## config.mk

```make
export PLATFORM = sky130hd
export DESIGN_NAME = tcp_timer
export DESIGN_NICKNAME = d
export VERILOG_FILES = /design/src/hw/tcp_pkg.sv /design/src/hw/tcp_timer.sv
export VERILOG_INCLUDE_DIRS = /design/src /design/src/hw
export SDC_FILE = /design/constraint.sdc
export NUM_CORES = 1
export LEC_CHECK = 0
export BUFFER_PORTS_ARGS = -buffer_cell sky130_fd_sc_hd__buf_4
export CAP_MARGIN = 10
export CORE_MARGIN = 1.5
export CORE_UTILIZATION = 55
export DETAILED_ROUTE_END_ITERATION = 6
export MAX_ROUTING_LAYER = met4
export PLACE_DENSITY = 0.81
export SLEW_MARGIN = 30
export SYNTH_ARGS = -nofsm -noshare
export SYNTH_HDL_FRONTEND = slang
export SYNTH_SLANG_ARGS = --single-unit
```

## constraint.sdc

```tcl
create_clock -name CLOCK_I -period 3.15 [get_ports CLOCK_I]
set_input_delay 0.315 -clock CLOCK_I [delete_from_list [all_inputs] [get_ports CLOCK_I]]
set_output_delay 0.315 -clock CLOCK_I [all_outputs]
set_load 0.02 [all_outputs]
```

## src/hw/tcp_defs.svh

```systemverilog
`ifndef TCP_DEFS_SVH
`define TCP_DEFS_SVH

// Register byte offsets on the Avalon-MM slave
`define TCP_OFS_CTRL0 5'h00
`define TCP_OFS_CTRL1 5'h04
`define TCP_OFS_CNT_LO 5'h08
`define TCP_OFS_CNT_HI 5'h0C
`define TCP_OFS_CMPA_LO 5'h10
`define TCP_OFS_CMPA_HI 5'h14
`define TCP_OFS_STATUS 5'h18

// Reset values
`define TCP_RST_BYTE 8'h00
`define TCP_RST_CNT 10'h000

// Counter limits and comparator P alignment (period code sits at bits 9..7)
`define TCP_CNT_MAX 10'h3FF
`define TCP_CNT_FULL 11'h400
`define TCP_CNT_ONE 11'h001
`define TCP_P_PAD 7'h00
`define TCP_PER_ZERO 3'h0

// Status bit positions
`define TCP_STAT_A 0
`define TCP_STAT_P 1

// Pin function codes, compare mode
`define TCP_CMP_KEEP 2'h0
`define TCP_CMP_LOW 2'h1
`define TCP_CMP_HIGH 2'h2
`define TCP_CMP_TOGGLE 2'h3

// Pin function codes, PWM mode
`define TCP_PWM_INACT 2'h0
`define TCP_PWM_ACT 2'h1
`define TCP_PWM_WAVE 2'h2
`define TCP_PWM_PULSE 2'h3

`endif

```

## src/hw/tcp_pkg.sv

```systemverilog
package tcp_pkg;

   // Operating mode codes
   typedef enum logic [1:0] {
      MODE_CMP = 2'h0,
      MODE_CAP = 2'h1,
      MODE_PWM = 2'h2,
      MODE_TC = 2'h3
   } tcp_mode_type;

   // First control register layout
   typedef struct packed {
      logic counter_pause;
      logic [2:0] spare;
      logic counter_on;
      logic [2:0] period_value;
   } tcp_ctrl0_type;

   // Second control register layout
   typedef struct packed {
      tcp_mode_type mode_select;
      logic [1:0] pin_function_select;
      logic output_initial_level;
      logic output_invert;
      logic period_duty_swap;
      logic clear_source_select;
   } tcp_ctrl1_type;

endpackage

```

## src/hw/tcp_timer.sv

```systemverilog
`timescale 1ns/10ps
`include "tcp_defs.svh"
// Function
// RQ1: Counter bits 7..0 readable in a read-only low byte, zero after reset.
// RQ2: Counter bits 9..8 read in bits 1..0 of high register; upper bits zero.
// RQ3: Comparator A value held in writable low and high registers, reset zero.
// RQ4: Mode field picks compare, PWM or timer/counter operation.
// RQ5: Compare, clear select low: clear on P match or overflow; both flags raise.
// RQ6: Compare, clear select high: clear on A match; P flag never raised.
// RQ7: Zero comparator A value: counter overflows at 3FF, no A flag.
// RQ8: Compare mode pin changes only on A match, never on P match.
// RQ9: On A match pin goes high, low or toggles by pin function; zero keeps.
// RQ10: Counter switching on drives pin to the chosen initial level.
// RQ11: Timer/counter mode counts and flags like compare, leaves pin undriven.
// RQ12: Software selects PWM mode and PWM pin function for waveform output.
// RQ13: PWM ignores clear select; period comparator clears the counter.
// RQ14: Swap clear: period code sets period and clears, comparator A sets duty.
// RQ15: Swap clear: period is 128 clocks times code, code zero gives 1024.
// RQ16: Duty at or above period keeps output active the whole period.
// RQ17: Swap set: comparator A sets period and clears; period code sets duty.
// RQ18: PWM raises A flag on A match and P flag on P match.
// RQ19: Initial level picks PWM polarity; pin function enables or forces level.
// RQ20: Forced pin levels leave counter, comparisons and flags running.
// RQ21: Invert bit inverts the output waveform at the pin.
// RQ22: Compare pin codes: keep, low, high, toggle on A match.
// RQ23: Period code matches counter bits 9..7, so at multiples of 128.
// RQ24: Switching on zeroes the counter; switching off freezes it.
// RQ25: Pause holds the counter; clearing pause resumes from that value.
// RQ26: Match flags stay set until software clears them.
// RQ27: Counter increments once per enabled tick while on and not paused.
module tcp_timer
   import tcp_pkg::*;
#(
   parameter int TICK_DIV = 1
) (
   // Clock and reset
   input wire logic CLOCK_I,
   input wire logic ARST_N_I,
   // Avalon-MM slave
   input wire logic [4:0] AVS_ADDRESS_I,
   input wire logic AVS_READ_I,
   input wire logic AVS_WRITE_I,
   input wire logic [31:0] AVS_WRITEDATA_I,
   input wire logic [3:0] AVS_BYTEENABLE_I,
   output logic [31:0] AVS_READDATA_O,
   output logic AVS_WAITREQUEST_O,
   // Timer output pin
   output logic TM_PIN_O,
   output logic TM_PIN_OE_O,
   // Sticky match flags
   output logic COMPARE_A_FLAG_O,
   output logic COMPARE_P_FLAG_O
);

   localparam int DIV_W = $clog2(TICK_DIV + 1);

   logic ack_q;
   logic [31:0] rdata_q;
   logic [31:0] rdata_d;
   logic wr_go;
   logic [7:0] wdat;
   logic wr_ctrl0;
   logic wr_ctrl1;
   logic wr_cmpa_lo;
   logic wr_cmpa_hi;
   logic wr_status;
   tcp_ctrl0_type ctrl0_q;
   tcp_ctrl0_type new_ctrl0;
   tcp_ctrl1_type ctrl1_q;
   logic [9:0] cmpa_q;
   logic [9:0] cnt_q;
   logic [DIV_W-1:0] div_q;
   logic tick;
   logic run;
   logic step;
   logic start;
   logic [10:0] nxt;
   logic [10:0] p_cmp;
   logic [10:0] duty;
   logic match_a;
   logic match_p;
   logic is_pwm;
   logic clr_by_a;
   logic clear;
   logic set_a;
   logic set_p;
   logic clr_a;
   logic clr_p;
   logic flag_a_q;
   logic flag_p_q;
   logic cmp_lvl_q;
   logic pwm_act;
   logic pin_d;
   logic pin_q;
   logic oe_q;

   // One wait state per access; read data is latched in the first cycle
   assign AVS_WAITREQUEST_O = (AVS_READ_I | AVS_WRITE_I) & ~ack_q;
   assign AVS_READDATA_O = rdata_q;

   always_ff @(posedge CLOCK_I or negedge ARST_N_I) begin
      if (!ARST_N_I) begin
         ack_q <= 1'b0;
      end else begin
         ack_q <= (AVS_READ_I | AVS_WRITE_I) & ~ack_q;
      end
   end

   // Writes take effect at the edge where waitrequest is low; only lane 0 holds data
   assign wr_go = AVS_WRITE_I & ack_q & AVS_BYTEENABLE_I[0];
   assign wdat = AVS_WRITEDATA_I[7:0];
   assign wr_ctrl0 = wr_go && (AVS_ADDRESS_I == `TCP_OFS_CTRL0);
   assign wr_ctrl1 = wr_go && (AVS_ADDRESS_I == `TCP_OFS_CTRL1);
   assign wr_cmpa_lo = wr_go && (AVS_ADDRESS_I == `TCP_OFS_CMPA_LO);
   assign wr_cmpa_hi = wr_go && (AVS_ADDRESS_I == `TCP_OFS_CMPA_HI);
   assign wr_status = wr_go && (AVS_ADDRESS_I == `TCP_OFS_STATUS);
   assign new_ctrl0 = tcp_ctrl0_type'(wdat);

   // Read mux; unmapped addresses and reserved bits read zero
   always_comb begin
      rdata_d = '0;
      unique case (AVS_ADDRESS_I)
         `TCP_OFS_CTRL0: rdata_d[7:0] = ctrl0_q;
         `TCP_OFS_CTRL1: rdata_d[7:0] = ctrl1_q;
         `TCP_OFS_CNT_LO: rdata_d[7:0] = cnt_q[7:0]; // [RQ1]
         `TCP_OFS_CNT_HI: rdata_d[1:0] = cnt_q[9:8]; // [RQ2]
         `TCP_OFS_CMPA_LO: rdata_d[7:0] = cmpa_q[7:0];
         `TCP_OFS_CMPA_HI: rdata_d[1:0] = cmpa_q[9:8];
         `TCP_OFS_STATUS: rdata_d[1:0] = {flag_p_q, flag_a_q};
         default: rdata_d = '0;
      endcase
   end

   always_ff @(posedge CLOCK_I or negedge ARST_N_I) begin
      if (!ARST_N_I) begin
         rdata_q <= '0;
      end else if (AVS_READ_I & ~ack_q) begin
         rdata_q <= rdata_d;
      end
   end

   // Control registers; clock-select bits are not built, so they stay zero
   always_ff @(posedge CLOCK_I or negedge ARST_N_I) begin
      if (!ARST_N_I) begin
         ctrl0_q <= tcp_ctrl0_type'(`TCP_RST_BYTE);
         ctrl1_q <= tcp_ctrl1_type'(`TCP_RST_BYTE);
      end else begin
         if (wr_ctrl0) begin
            ctrl0_q <= new_ctrl0;
            ctrl0_q.spare <= '0;
         end
         if (wr_ctrl1) begin
            ctrl1_q <= tcp_ctrl1_type'(wdat); // [RQ4]
         end
      end
   end

   // Comparator A value, split over two byte registers
   always_ff @(posedge CLOCK_I or negedge ARST_N_I) begin
      if (!ARST_N_I) begin
         cmpa_q <= `TCP_RST_CNT;
      end else begin
         if (wr_cmpa_lo) begin
            cmpa_q[7:0] <= wdat; // [RQ3]
         end
         if (wr_cmpa_hi) begin
            cmpa_q[9:8] <= wdat[1:0]; // [RQ3]
         end
      end
   end

   // Tick divider stands in for the selectable module clock
   assign tick = (div_q == DIV_W'(TICK_DIV - 1));

   always_ff @(posedge CLOCK_I or negedge ARST_N_I) begin
      if (!ARST_N_I) begin
         div_q <= '0;
      end else if (tick) begin
         div_q <= '0;
      end else begin
         div_q <= div_q + 1'b1;
      end
   end

   // Match detection looks one count ahead so a period of N holds exactly N ticks
   assign start = wr_ctrl0 & new_ctrl0.counter_on & ~ctrl0_q.counter_on;
   assign run = ctrl0_q.counter_on & ~ctrl0_q.counter_pause; // [RQ25]
   assign step = tick & run;
   assign nxt = {1'b0, cnt_q} + `TCP_CNT_ONE;
   assign p_cmp = (ctrl0_q.period_value == `TCP_PER_ZERO) ? `TCP_CNT_FULL :
                  {1'b0, ctrl0_q.period_value, `TCP_P_PAD}; // [RQ15]
   assign match_p = (nxt == p_cmp); // [RQ23]
   assign match_a = (cmpa_q != `TCP_RST_CNT) && (nxt == {1'b0, cmpa_q}); // [RQ7]
   assign is_pwm = (ctrl1_q.mode_select == MODE_PWM);
   // PWM takes the clear from the swap bit, other modes from clear select
   assign clr_by_a = is_pwm ? ctrl1_q.period_duty_swap : ctrl1_q.clear_source_select; // [RQ13]
   assign clear = clr_by_a ? match_a : match_p; // [RQ5] [RQ6] [RQ14] [RQ17]

   // Counter; a zero-value comparator leaves the natural wrap at the maximum
   always_ff @(posedge CLOCK_I or negedge ARST_N_I) begin
      if (!ARST_N_I) begin
         cnt_q <= `TCP_RST_CNT;
      end else if (start) begin
         cnt_q <= `TCP_RST_CNT; // [RQ24]
      end else if (step) begin
         cnt_q <= clear ? `TCP_RST_CNT : nxt[9:0]; // [RQ27] [RQ11]
      end
   end

   // Flag events; P is suppressed when comparator A owns the clear outside PWM
   assign set_a = step & match_a; // [RQ18]
   assign set_p = step & match_p & (is_pwm | ~ctrl1_q.clear_source_select); // [RQ6] [RQ18]
   assign clr_a = wr_status & wdat[`TCP_STAT_A];
   assign clr_p = wr_status & wdat[`TCP_STAT_P];

   // Sticky flags, write one to clear; a new event beats a same-cycle clear
   always_ff @(posedge CLOCK_I or negedge ARST_N_I) begin
      if (!ARST_N_I) begin
         flag_a_q <= 1'b0;
         flag_p_q <= 1'b0;
      end else begin
         flag_a_q <= set_a | (flag_a_q & ~clr_a); // [RQ26]
         flag_p_q <= set_p | (flag_p_q & ~clr_p); // [RQ26]
      end
   end

   assign COMPARE_A_FLAG_O = flag_a_q;
   assign COMPARE_P_FLAG_O = flag_p_q;

   // Compare-mode pin level, moved only by comparator A events and by switch-on
   always_ff @(posedge CLOCK_I or negedge ARST_N_I) begin
      if (!ARST_N_I) begin
         cmp_lvl_q <= 1'b0;
      end else if (start) begin
         cmp_lvl_q <= ctrl1_q.output_initial_level; // [RQ10]
      end else if (set_a && (ctrl1_q.mode_select == MODE_CMP)) begin // [RQ8]
         unique case (ctrl1_q.pin_function_select) // [RQ9] [RQ22]
            `TCP_CMP_KEEP: cmp_lvl_q <= cmp_lvl_q;
            `TCP_CMP_LOW: cmp_lvl_q <= 1'b0;
            `TCP_CMP_HIGH: cmp_lvl_q <= 1'b1;
            `TCP_CMP_TOGGLE: cmp_lvl_q <= ~cmp_lvl_q;
         endcase
      end
   end

   // Edge-aligned PWM: active while the count is below the duty value
   assign duty = ctrl1_q.period_duty_swap ? p_cmp : {1'b0, cmpa_q}; // [RQ14] [RQ17]
   assign pwm_act = ({1'b0, cnt_q} < duty); // [RQ16]

   // Pin value; single pulse is not built and rests inactive
   always_comb begin
      pin_d = 1'b0;
      unique case (ctrl1_q.mode_select)
         MODE_CMP: pin_d = cmp_lvl_q ^ ctrl1_q.output_invert;
         MODE_PWM: begin
            unique case (ctrl1_q.pin_function_select) // [RQ19] [RQ20]
               `TCP_PWM_INACT: pin_d = ~ctrl1_q.output_initial_level;
               `TCP_PWM_ACT: pin_d = ctrl1_q.output_initial_level;
               `TCP_PWM_WAVE: pin_d = pwm_act ? ctrl1_q.output_initial_level : ~ctrl1_q.output_initial_level;
               `TCP_PWM_PULSE: pin_d = ~ctrl1_q.output_initial_level;
            endcase
            pin_d = pin_d ^ ctrl1_q.output_invert; // [RQ21]
         end
         MODE_CAP: pin_d = 1'b0;
         MODE_TC: pin_d = 1'b0;
      endcase
   end

   // Registered pin; timer/counter and capture release the pin
   always_ff @(posedge CLOCK_I or negedge ARST_N_I) begin
      if (!ARST_N_I) begin
         pin_q <= 1'b0;
         oe_q <= 1'b0;
      end else begin
         pin_q <= pin_d;
         oe_q <= (ctrl1_q.mode_select == MODE_CMP) || is_pwm; // [RQ11]
      end
   end

   assign TM_PIN_O = pin_q;
   assign TM_PIN_OE_O = oe_q;
endmodule

```

==> results.yml, run 1 <==
routing:
  via_count: 3066
  vias_per_cell: 6.39
  drt-total-wl_um: 8800
  wire_per_inst_um: 18.3
  drtIter0Drc: 309
  dr.pass1.iters: 7
  final_antenna_net_count: 0
  drc_errors: 0
setup_path:
  worst_setup_path_start_kind: "flip-flop"
  cp_data_arrival_time_ns: 3.07
  path_common_cell: "mux2_1"
  slowest_delay_ns: 0.51
  rr_worst_depth: 9
  path_cells: "nand2b_1 -> ha_1 -> or4b_1 -> a21oi_1 -> nor3_1 -> o21ai_1 -> mux2_1 -> a41oi_1 -> mux2_1"
  r2r-start: "ctrl1_q[1]"
  crit_buf_inv: 0
  reg2reg_to: "TM_PIN_O"
  worstPathMaxFanout: 6
  critical_path_class: "reg2reg"
  cp-end-kind: "flip-flop"
  slowest_stage: "or4b_1"
  worstPathRequired_ns: 3.35
  rrSetupSlack_ns: 0.28
  cpLargestDelayFamily: "simple AND/OR/NAND/NOR gates"
layout:
  area.growth.synth_to_final_pct: 7.93
  finalNetCount: 461
  multi_input_area_um2: 2110
  layout-drive-gt1-share: 0.201
  stdcell_area_um2: 3850
  diodes: 0
  num-fill-cells: 557
  regArea_um2: 1180
sta:
  skew_ns: 0.00318
  rsz0062_at_grt: "no"
  slew_headroom: 0.505
  finalSetupTns_ns: 0
  worst_pin_slew_ns: 0.740
  max_freq_mhz: 348
  finalMaxSlewViolations: 0
  fin_ws_ns: 0.278
  hold_ws_ns: 0.000366
  period_needed_ns: 2.87
  finalCritPeriodShare: 0.912
  setup_viol: 0
  final-hold-violation-count: 0
clock_tree:
  cts_buffers: 5
  cts_sinks: 47
  clock_latency_ns: 0.31
  cts_setup_buffers: 0
  ctsHoldBuffers: 0
  cts_tree: "yes"
  clockBufferDepth: 2
  cts_resized: 0
  cts_max_level: 2
  clkTransAtPathRegs_ns: 0.09
  cts-root-buf: "clkbuf_8"
power_and_ir_drop:
  power_frac_comb: 0.425
  power_density_nw_per_um2: 662
  power_frac_clock: 0.211
  p_int_mw: 1.50
  totalPowerFinal_mw: 2.55
  power.switching_mw: 1.04
  peakVddDrop_mv: 0.444
  sequentialPowerShare: 0.364
  leakage_nw: 1.71
  sw_frac_of_total: 0.409
placement:
  io_buffer_count: 30
  gp_congestion: 0.928
  postPlaceCellArea_um2: 3710
  post-place-ws_ns: 0.344
  dp_hpwl_um: 6450
yosys:
  async_flop_share: 1.00
  synth.yosys.seq_area_share: 0.330
  syn_area_um2: 3560
  synth-simple-area-share: 0.220
  ys_warn_count: 0
  ys.flop_type: "dfrtp_1"
  synth_edf_count: 0
  synth_fa_ha_area_frac: 0.0519
  syn_inst: 381
  synth-compound-area-share: 0.163
  synth_area_leader_cell: "dfrtp_1"
  ys_ff_latch: 47
  synthMuxAreaShare: 0.0976
  yosys-top-cells-area: "dfrtp_1 (33%), buf_4 (6.1%), mux2_2 (5.7%)"
  synth.avg_cell_area_um2: 9.36
  synth_cell_types: 70
  yosys.area_share.xor_xnor: 0.0333
  synth.top_cell.area_share: 0.330
  synth_top_family_by_area: "simple AND/OR/NAND/NOR gates"
global_route:
  antenna_found_initial: 0
  grt_pass1_vias: 2823
  grt_use_total: 0.265
  grt_max_degree: 48
  grt_pass1_wl_um: 14400
  grt-ovfl-total: 0
floorplan:
  start_util: 0.565
  fp.dieH_um: 83.5
  rows: 29
  core_um2: 6310
  ioPinCount: 82
  die-area_um2: 6970
  dieWidth_um: 83.5
run:
  max-cap-violations: 0
min_path:
  hold_class: "in2async"
run_status:
  status: "completed"
[per-stage QoR]
| stage | cells | util |
|---|---|---|
| after floorplan | 404 | - |
| after global placement | 472 | 0.588 |
| after detailed placement | 472 | 0.588 |
| after CTS | 480 | 0.609 |
| after global routing | 480 | 0.609 |
| final | 480 | 0.609 |
[worst max-delay path by stage]
stage / from / end / slack, ns / cells past startpoint
final: ctrl1_q[1] / TM_PIN_O / 0.28 / 9
after global placement: ctrl1_q[1] / TM_PIN_O / 0.38 / 9
after global routing: ctrl1_q[1] / TM_PIN_O / 0.15 / 9
after floorplan: ctrl1_q[1] / TM_PIN_O / 0.42 / 10
after CTS: ctrl1_q[1] / TM_PIN_O / 0.32 / 9
after detailed placement: ctrl1_q[1] / TM_PIN_O / 0.34 / 9
[logic make-up (layout without fill, tap and decap cells)]
family | Yosys count | after routing
compound gates | 87 | 87
xor+xnor | 12 | 12
fa+ha+maj | 15 | 15
simple gates | 129 | 129
other cells | 1 | 24
buf+inv | 59 | 58
mux | 31 | 31
flops | 47 | 47
[power groups by stage]
stage,combinational [mW],clock (mW),sequential (mW)
2_1_floorplan,0.969,0,0.796
3_5_place_dp,1.05,0,0.928
3_3_place_gp,1.01,0,0.922
4_1_cts,1.06,0.546,0.915
6_report,1.08,0.537,0.928
5_1_grt,1.19,0.563,0.940
[layout make-up]
| type | count | area share |
|---|---|---|
| inverters | 12 | 0.0117 |
| multi-input cells | 298 | 0.548 |
| flip-flops and latches | 47 | 0.306 |
| clock buffers | 5 | 0.0179 |
| repair buffers | 38 | 0.0741 |
| clock inverters | 3 | 0.0176 |
| well taps | 77 | 0.0250 |
[flip-flops by register name (all words and copies together) (netlist names)]
register and flops:
AVS_READDATA_O 8, COMPARE_A_FLAG_O 1, COMPARE_P_FLAG_O 1, TM_PIN_O 1
TM_PIN_OE_O 1, ack_q 1, cmp_lvl_q 1, cmpa_q 10
cnt_q 10, ctrl0_q 5, ctrl1_q 8
[Yosys cell counts, drive strengths merged (3+ instances only)]
cell and n:
a31oi 5, and2 4, o211ai 5, mux2 20, xnor2 11, and3 8
or3 3, or4 3, nor2b 9, o21ai 21, a22oi 7, ha 14
a222oi 3, nand3 11, nand4 9, a32oi 3, dfrtp 47, a21o 5
nor3 6, nand2b 9, nor4 6, inv 12, mux2i 10, nor2 17
o31ai 5, buf 36, clkbuf 11, nand2 32, a21oi 17
[cell usage in the layout (no fill, tap or decap), types with 3 or more instances in the layout]
cell type	count
a21oi_1	17
nor2_1	17
xnor2_1	11
and3_1	7
dfrtp_1	47
a32oi_1	3
a22oi_1	7
a21o_1	5
o31ai_1	5
nand4_1	6
nand3_1	10
o21ai_1	3
buf_4	38
o211ai_1	5
mux2_2	18
a31oi_1	5
and2_1	3
conb_1	24
or3_1	3
clkbuf_8	5
nand2_1	32
nor2b_1	9
nor3_1	5
inv_1	12
nand2b_1	9
o21ai_0	18
a222oi_1	3
mux2i_1	10
ha_1	14
nor4_1	5
[layer usage]
layer / routed length, um / track usage
met1: 3730 / 0.362
met2: 4230 / 0.410
met5: 0 / -
met3: 653 / 0.0376
met4: 183 / 0.0879
(Power assumes the default switching activity.)
==> run 2, diff against run 1 <==
- CORE_UTILIZATION: 55 -> 59
- PLACE_DENSITY: 0.81 -> 0.86
- clock period: 3.15 -> 3.46 ns (I/O delays scaled with it)
==> results.yml, run 2 (same netlist as run 1, synthesis figures left out) <==
run_status:
  status: "completed"
setup_path:
  cp_data_arrival_time_ns: 3.19
  path_cells: "ha_1 -> and3_4 -> and4_1 -> xnor3_1 -> nor2_1 -> nand4_1 -> nand2_1 -> o22ai_1"
  worstPathMaxFanout: 13
  critical_path_class: "reg2reg"
  slowest_stage: "dfrtp_1"
  rrSetupSlack_ns: 0.45
  cp-end-kind: "flip-flop"
  reg2reg_to: "cnt_q[6]"
  worstPathRequired_ns: 3.64
  worst_setup_path_start_kind: "flip-flop"
  rr_worst_depth: 8
  cp-startpoint: "cnt_q[1]"
  slowest_delay_ns: 0.60
  r2r-start: "cnt_q[1]"
  endpoint: "cnt_q[6]"
layout:
  finalNetCount: 456
  mostFrequentLayoutCells: "dfrtp_1 (47), buf_4 (33), nand2_1 (32)"
  area.growth.synth_to_final_pct: 6.21
  layout-drive-gt1-share: 0.191
  largestRegisters: "cmpa_q x10, cnt_q x10"
  mostFrequentLayoutCell: "dfrtp_1"
  fin_cells: 473
  diodes: 0
  stdcell_area_um2: 3790
routing:
  via_count: 2971
  drtIter0Drc: 304
  dr.pass1.iters: 5
  wire_per_inst_um: 17.7
  vias_per_cell: 6.28
  drc_errors: 0
  final_antenna_net_count: 0
  drt-total-wl_um: 8380
sta:
  max_freq_mhz: 332
  fin_ws_ns: 0.451
  finalSetupTns_ns: 0
  slew_headroom: 0.521
  skew_ns: 0.00908
  period_needed_ns: 3.01
  finalCritPeriodShare: 0.870
  worst_pin_slew_ns: 0.717
  rsz0062_at_grt: "no"
  final-hold-violation-count: 0
  finalMaxSlewViolations: 0
  setup_viol: 0
placement:
  gp_congestion: 1.00
  dp_hpwl_um: 6140
  io_buffer_count: 30
  placedCellCount: 465
  postPlaceCellArea_um2: 3670
  post-place-ws_ns: 0.513
global_route:
  antenna_found_initial: 0
  met3_usage: 0.0506
  grt_pass1_vias: 2748
  grt_pass1_wl_um: 13500
  top_usage_layer: "met2"
  grt_util_met1: 0.368
  grtUsageMet2: 0.437
  grt-ovfl-total: 0
  grt_max_degree: 48
  grt_use_total: 0.281
clock_tree:
  clockBufferDepth: 2
  cts_tree: "yes"
  cts_setup_buffers: 0
  clock_latency_ns: 0.31
  cts_max_level: 2
  cts_buffers: 5
  cts_sinks: 47
  clkTransAtPathRegs_ns: 0.09
  cts_resized: 0
  ctsHoldBuffers: 0
  cts-root-buf: "clkbuf_8"
floorplan:
  rows: 28
  ioPinCount: 82
  dieWidth_um: 80.7
  die-area_um2: 6520
  core_um2: 5890
  start_util: 0.606
  fp.dieH_um: 80.7
run:
  max-cap-violations: 0
power_and_ir_drop:
  peakVddDrop_mv: 0.271
  leakage_nw: 1.68
  totalPowerFinal_mw: 2.20
  power_density_nw_per_um2: 581
min_path:
  hold_class: "in2async"
## run 2: cell count changes in the layout (fill, tap and decap cells not counted)
cell,delta
buf_4,-5
bufinv_16,-1
inv_6,+1
## run 2: how the worst min path moves through the flow
stage / to / slack [ns] / cells after the start / startpoint
floorplan: AVS_READDATA_O[0] / 0.05 / 0 / ARST_N_I
global placement: cnt_q[2] / 0.39 / 1 / ARST_N_I
detailed placement: cnt_q[2] / 0.40 / 1 / ARST_N_I
CTS: ctrl0_q[3] / 0.06 / 1 / ARST_N_I
global route: ctrl0_q[3] / 0.09 / 1 / ARST_N_I
finish: cnt_q[8] / 0.04 / 1 / ARST_N_I
## run 2: layout make-up
type,instances,area (um^2)
Clock buffer,5,68.8
Clock inverter,3,46.3
Fill cell,469,2100
Inverter,12,45.0
Multi-Input combinational cell,298,2110
Sequential cell,47,1180
Tap cell,75,93.8
Timing Repair Buffer,33,248
## run 2: worst max-delay path: cells and delay by family (launching register included)
family                   cells  cell delay, ns
XOR/XNOR                     1            0.26
AO/OA/AOI/OAI                1            0.14
AND/OR/NAND/NOR              5            1.52
adder cells (fa/ha/maj)      1            0.36
flip-flops                   1            0.60
## run 2: metrics by stage
stage                util  hold WS, ns
CTS                 0.643       0.0586
detailed placement  0.624        0.395
finish              0.643       0.0359
global placement    0.624        0.391
floorplan               -       0.0504
global route        0.643       0.0917
## run 2: per-layer routing
metal	up-vias	part of all wire
met1	1444	0.43
met5	-	0
li1	1381	-
met4	0	0.015
met3	12	0.077
met2	134	0.47
## run 2: power breakdown
| part | internal, mW | switching [mW] |
|---|---|---|
| registers | 0.632 | 0.262 |
| logic | 0.421 | 0.463 |
| clock network | 0.218 | 0.204 |
| total | 1.27 | 0.929 |
==> run 3, diff against run 2 <==
- ABC_AREA: not set -> 1
- CORE_UTILIZATION: 59 -> 58
==> results.yml, run 3 <==
clock_tree:
  cts_max_level: 2
  cts_setup_buffers: 0
  cts_sinks: 47
  clkTransAtPathRegs_ns: 0.10
  cts-root-buf: "clkbuf_8"
  clockBufferDepth: 2
  cts_resized: 0
  clock_latency_ns: 0.30
  ctsHoldBuffers: 0
  cts_buffers: 5
  cts_tree: "yes"
routing:
  dr.pass1.iters: 5
  drt-total-wl_um: 8610
  drc_errors: 0
  via_count: 3242
  final_antenna_net_count: 0
  drtIter0Drc: 282
  vias_per_cell: 5.38
  wire_per_inst_um: 14.3
yosys:
  ys.flop_type: "dfrtp_1"
  synth_top_family_by_area: "simple AND/OR/NAND/NOR gates"
  synth-compound-area-share: 0.0917
  synth.yosys.seq_area_share: 0.348
  yosys-top-cells-area: "dfrtp_1 (35%), nand2_1 (18%), inv_1 (8.1%)"
  syn_inst: 502
  yosys.area_share.xor_xnor: 0.0144
  synth_area_leader_cell: "dfrtp_1"
  syn_area_um2: 3380
  synth_fa_ha_area_frac: 0.0518
  synth_edf_count: 0
  synth-simple-area-share: 0.344
  synth_most_common_cell: "nand2_1"
  async_flop_share: 1.00
  synth_cell_types: 30
  synthMuxAreaShare: 0
  synth.avg_cell_area_um2: 6.74
  ys_warn_count: 0
  synth_common_cells: "nand2_1 (160), inv_1 (73), dfrtp_1 (47)"
  synth.top_cell.area_share: 0.348
  ys_ff_latch: 47
placement:
  gp_congestion: 0.984
  postPlaceCellArea_um2: 3570
  dp_hpwl_um: 6590
  post-place-ws_ns: 1.17
  io_buffer_count: 30
run:
  max-cap-violations: 0
sta:
  period_needed_ns: 2.36
  max_freq_mhz: 423
  rsz0062_at_grt: "no"
  slew_headroom: 0.596
  skew_ns: 0.00828
  worst_pin_slew_ns: 0.606
  finalCritPeriodShare: 0.683
  fin_ws_ns: 1.10
  setup_viol: 0
  finalSetupTns_ns: 0
  finalMaxSlewViolations: 0
  final-hold-violation-count: 0
global_route:
  grt_use_total: 0.303
  antenna_found_initial: 0
  grt_max_degree: 48
  grt_pass1_vias: 2955
  grt_pass1_wl_um: 14200
  grt-ovfl-total: 0
power_and_ir_drop:
  sequentialPowerShare: 0.386
  power_density_nw_per_um2: 537
  leakage_nw: 2.01
  power_frac_comb: 0.363
  sw_frac_of_total: 0.408
  power.switching_mw: 0.812
  power_frac_clock: 0.251
  totalPowerFinal_mw: 1.99
  peakVddDrop_mv: 0.297
  p_int_mw: 1.18
floorplan:
  start_util: 0.607
  fp.dieH_um: 79.4
  rows: 27
  core_um2: 5570
  die-area_um2: 6300
  dieWidth_um: 79.4
  ioPinCount: 82
layout:
  stdcell_area_um2: 3710
  area.growth.synth_to_final_pct: 9.62
  layout-drive-gt1-share: 0.104
  diodes: 0
  mostFrequentLayoutCells: "nand2_1 (160), inv_1 (73), dfrtp_1 (47)"
  finalNetCount: 589
  mostFrequentLayoutCell: "nand2_1"
  largestRegisters: "cmpa_q x10, cnt_q x10"
min_path:
  hold_class: "in2async"
run_status:
  status: "completed"
setup_path:
  worst_setup_path_start_kind: "flip-flop"
  worstPathMaxFanout: 9
  cp_data_arrival_time_ns: 2.56
  worstPathRequired_ns: 3.66
  cp-end-kind: "flip-flop"
  critical_path_class: "reg2reg"
run 3: worst paths after layout:
kind | from | end | slack (ns) | cells after the start
setup / recovery | cnt_q[0] | cmp_lvl_q | 1.10 | 14
max in group asynchronous | ARST_N_I | COMPARE_P_FLAG_O | 3.00 | 1
hold / removal | ARST_N_I | cnt_q[2] | 0.04 | 1
hold reg to reg | ack_q | ack_q | 0.48 | 1
setup reg to reg | cnt_q[0] | cmp_lvl_q | 1.10 | 14
min in group CLOCK_I | AVS_WRITEDATA_I[0] | ctrl0_q[0] | 0.27 | 3
run 3: logic make-up (layout without fill, tap and decap cells):
kind of cell / after synthesis / after routing
adders and majority gates: 14 / 14
and+or+nand+nor: 271 / 271
other: 1 / 24
AOI/OAI and AO/OA: 57 / 57
xor gates and xnor gates: 4 / 4
DFF: 47 / 47
buffers and inverters: 108 / 114
run 3: final cells by class:
| cell class | instances | area (um^2) |
|---|---|---|
| fillers | 472 | 1870 |
| multi-input cells | 370 | 1790 |
| flip-flops and latches | 47 | 1180 |
| inverters | 75 | 282 |
| repair buffers | 31 | 233 |
| well taps | 72 | 90.1 |
| clock inverters | 3 | 71.3 |
| clock buffers | 5 | 68.8 |
run 3: through the flow:
step                      cells   util  hold slack, ns
after floorplan             525      -          0.0504
after CTS                   603  0.665          0.0642
final                       603  0.665          0.0409
after global routing        603  0.665          0.0771
after global placement      595  0.640           0.387
after detailed placement    595  0.640           0.394
run 3: per-layer routing:
metal | up-vias | GRT usage | share of wire
li1 | 1590 | - | -
met1 | 1478 | 0.398 | 0.43
met2 | 153 | 0.472 | 0.46
met3 | 21 | 0.0644 | 0.083
met4 | 0 | 0.0930 | 0.026
met5 | - | - | 0
run 3: critical path: stages (launching register included):
cell and delay (ns):
dfrtp_1 0.55, ha_1 0.40, nand3_1 0.19, inv_1 0.11
nand2_1 0.05, nand2_1 0.07, nand2_1 0.09, nand2_1 0.07
nand2_1 0.05, nor2_1 0.14, nand3_1 0.09, nor2_1 0.21
nand3_1 0.10, nand2_1 0.07, nand3_1 0.06
run 3: power by group through the flow:
stage	clock, mW	sequential [mW]	combinational [mW]
floorplan	0	0.715	0.592
global placement	0	0.769	0.694
detailed placement	0	0.769	0.712
CTS	0.509	0.759	0.716
global route	0.525	0.779	0.826
finish	0.500	0.768	0.722
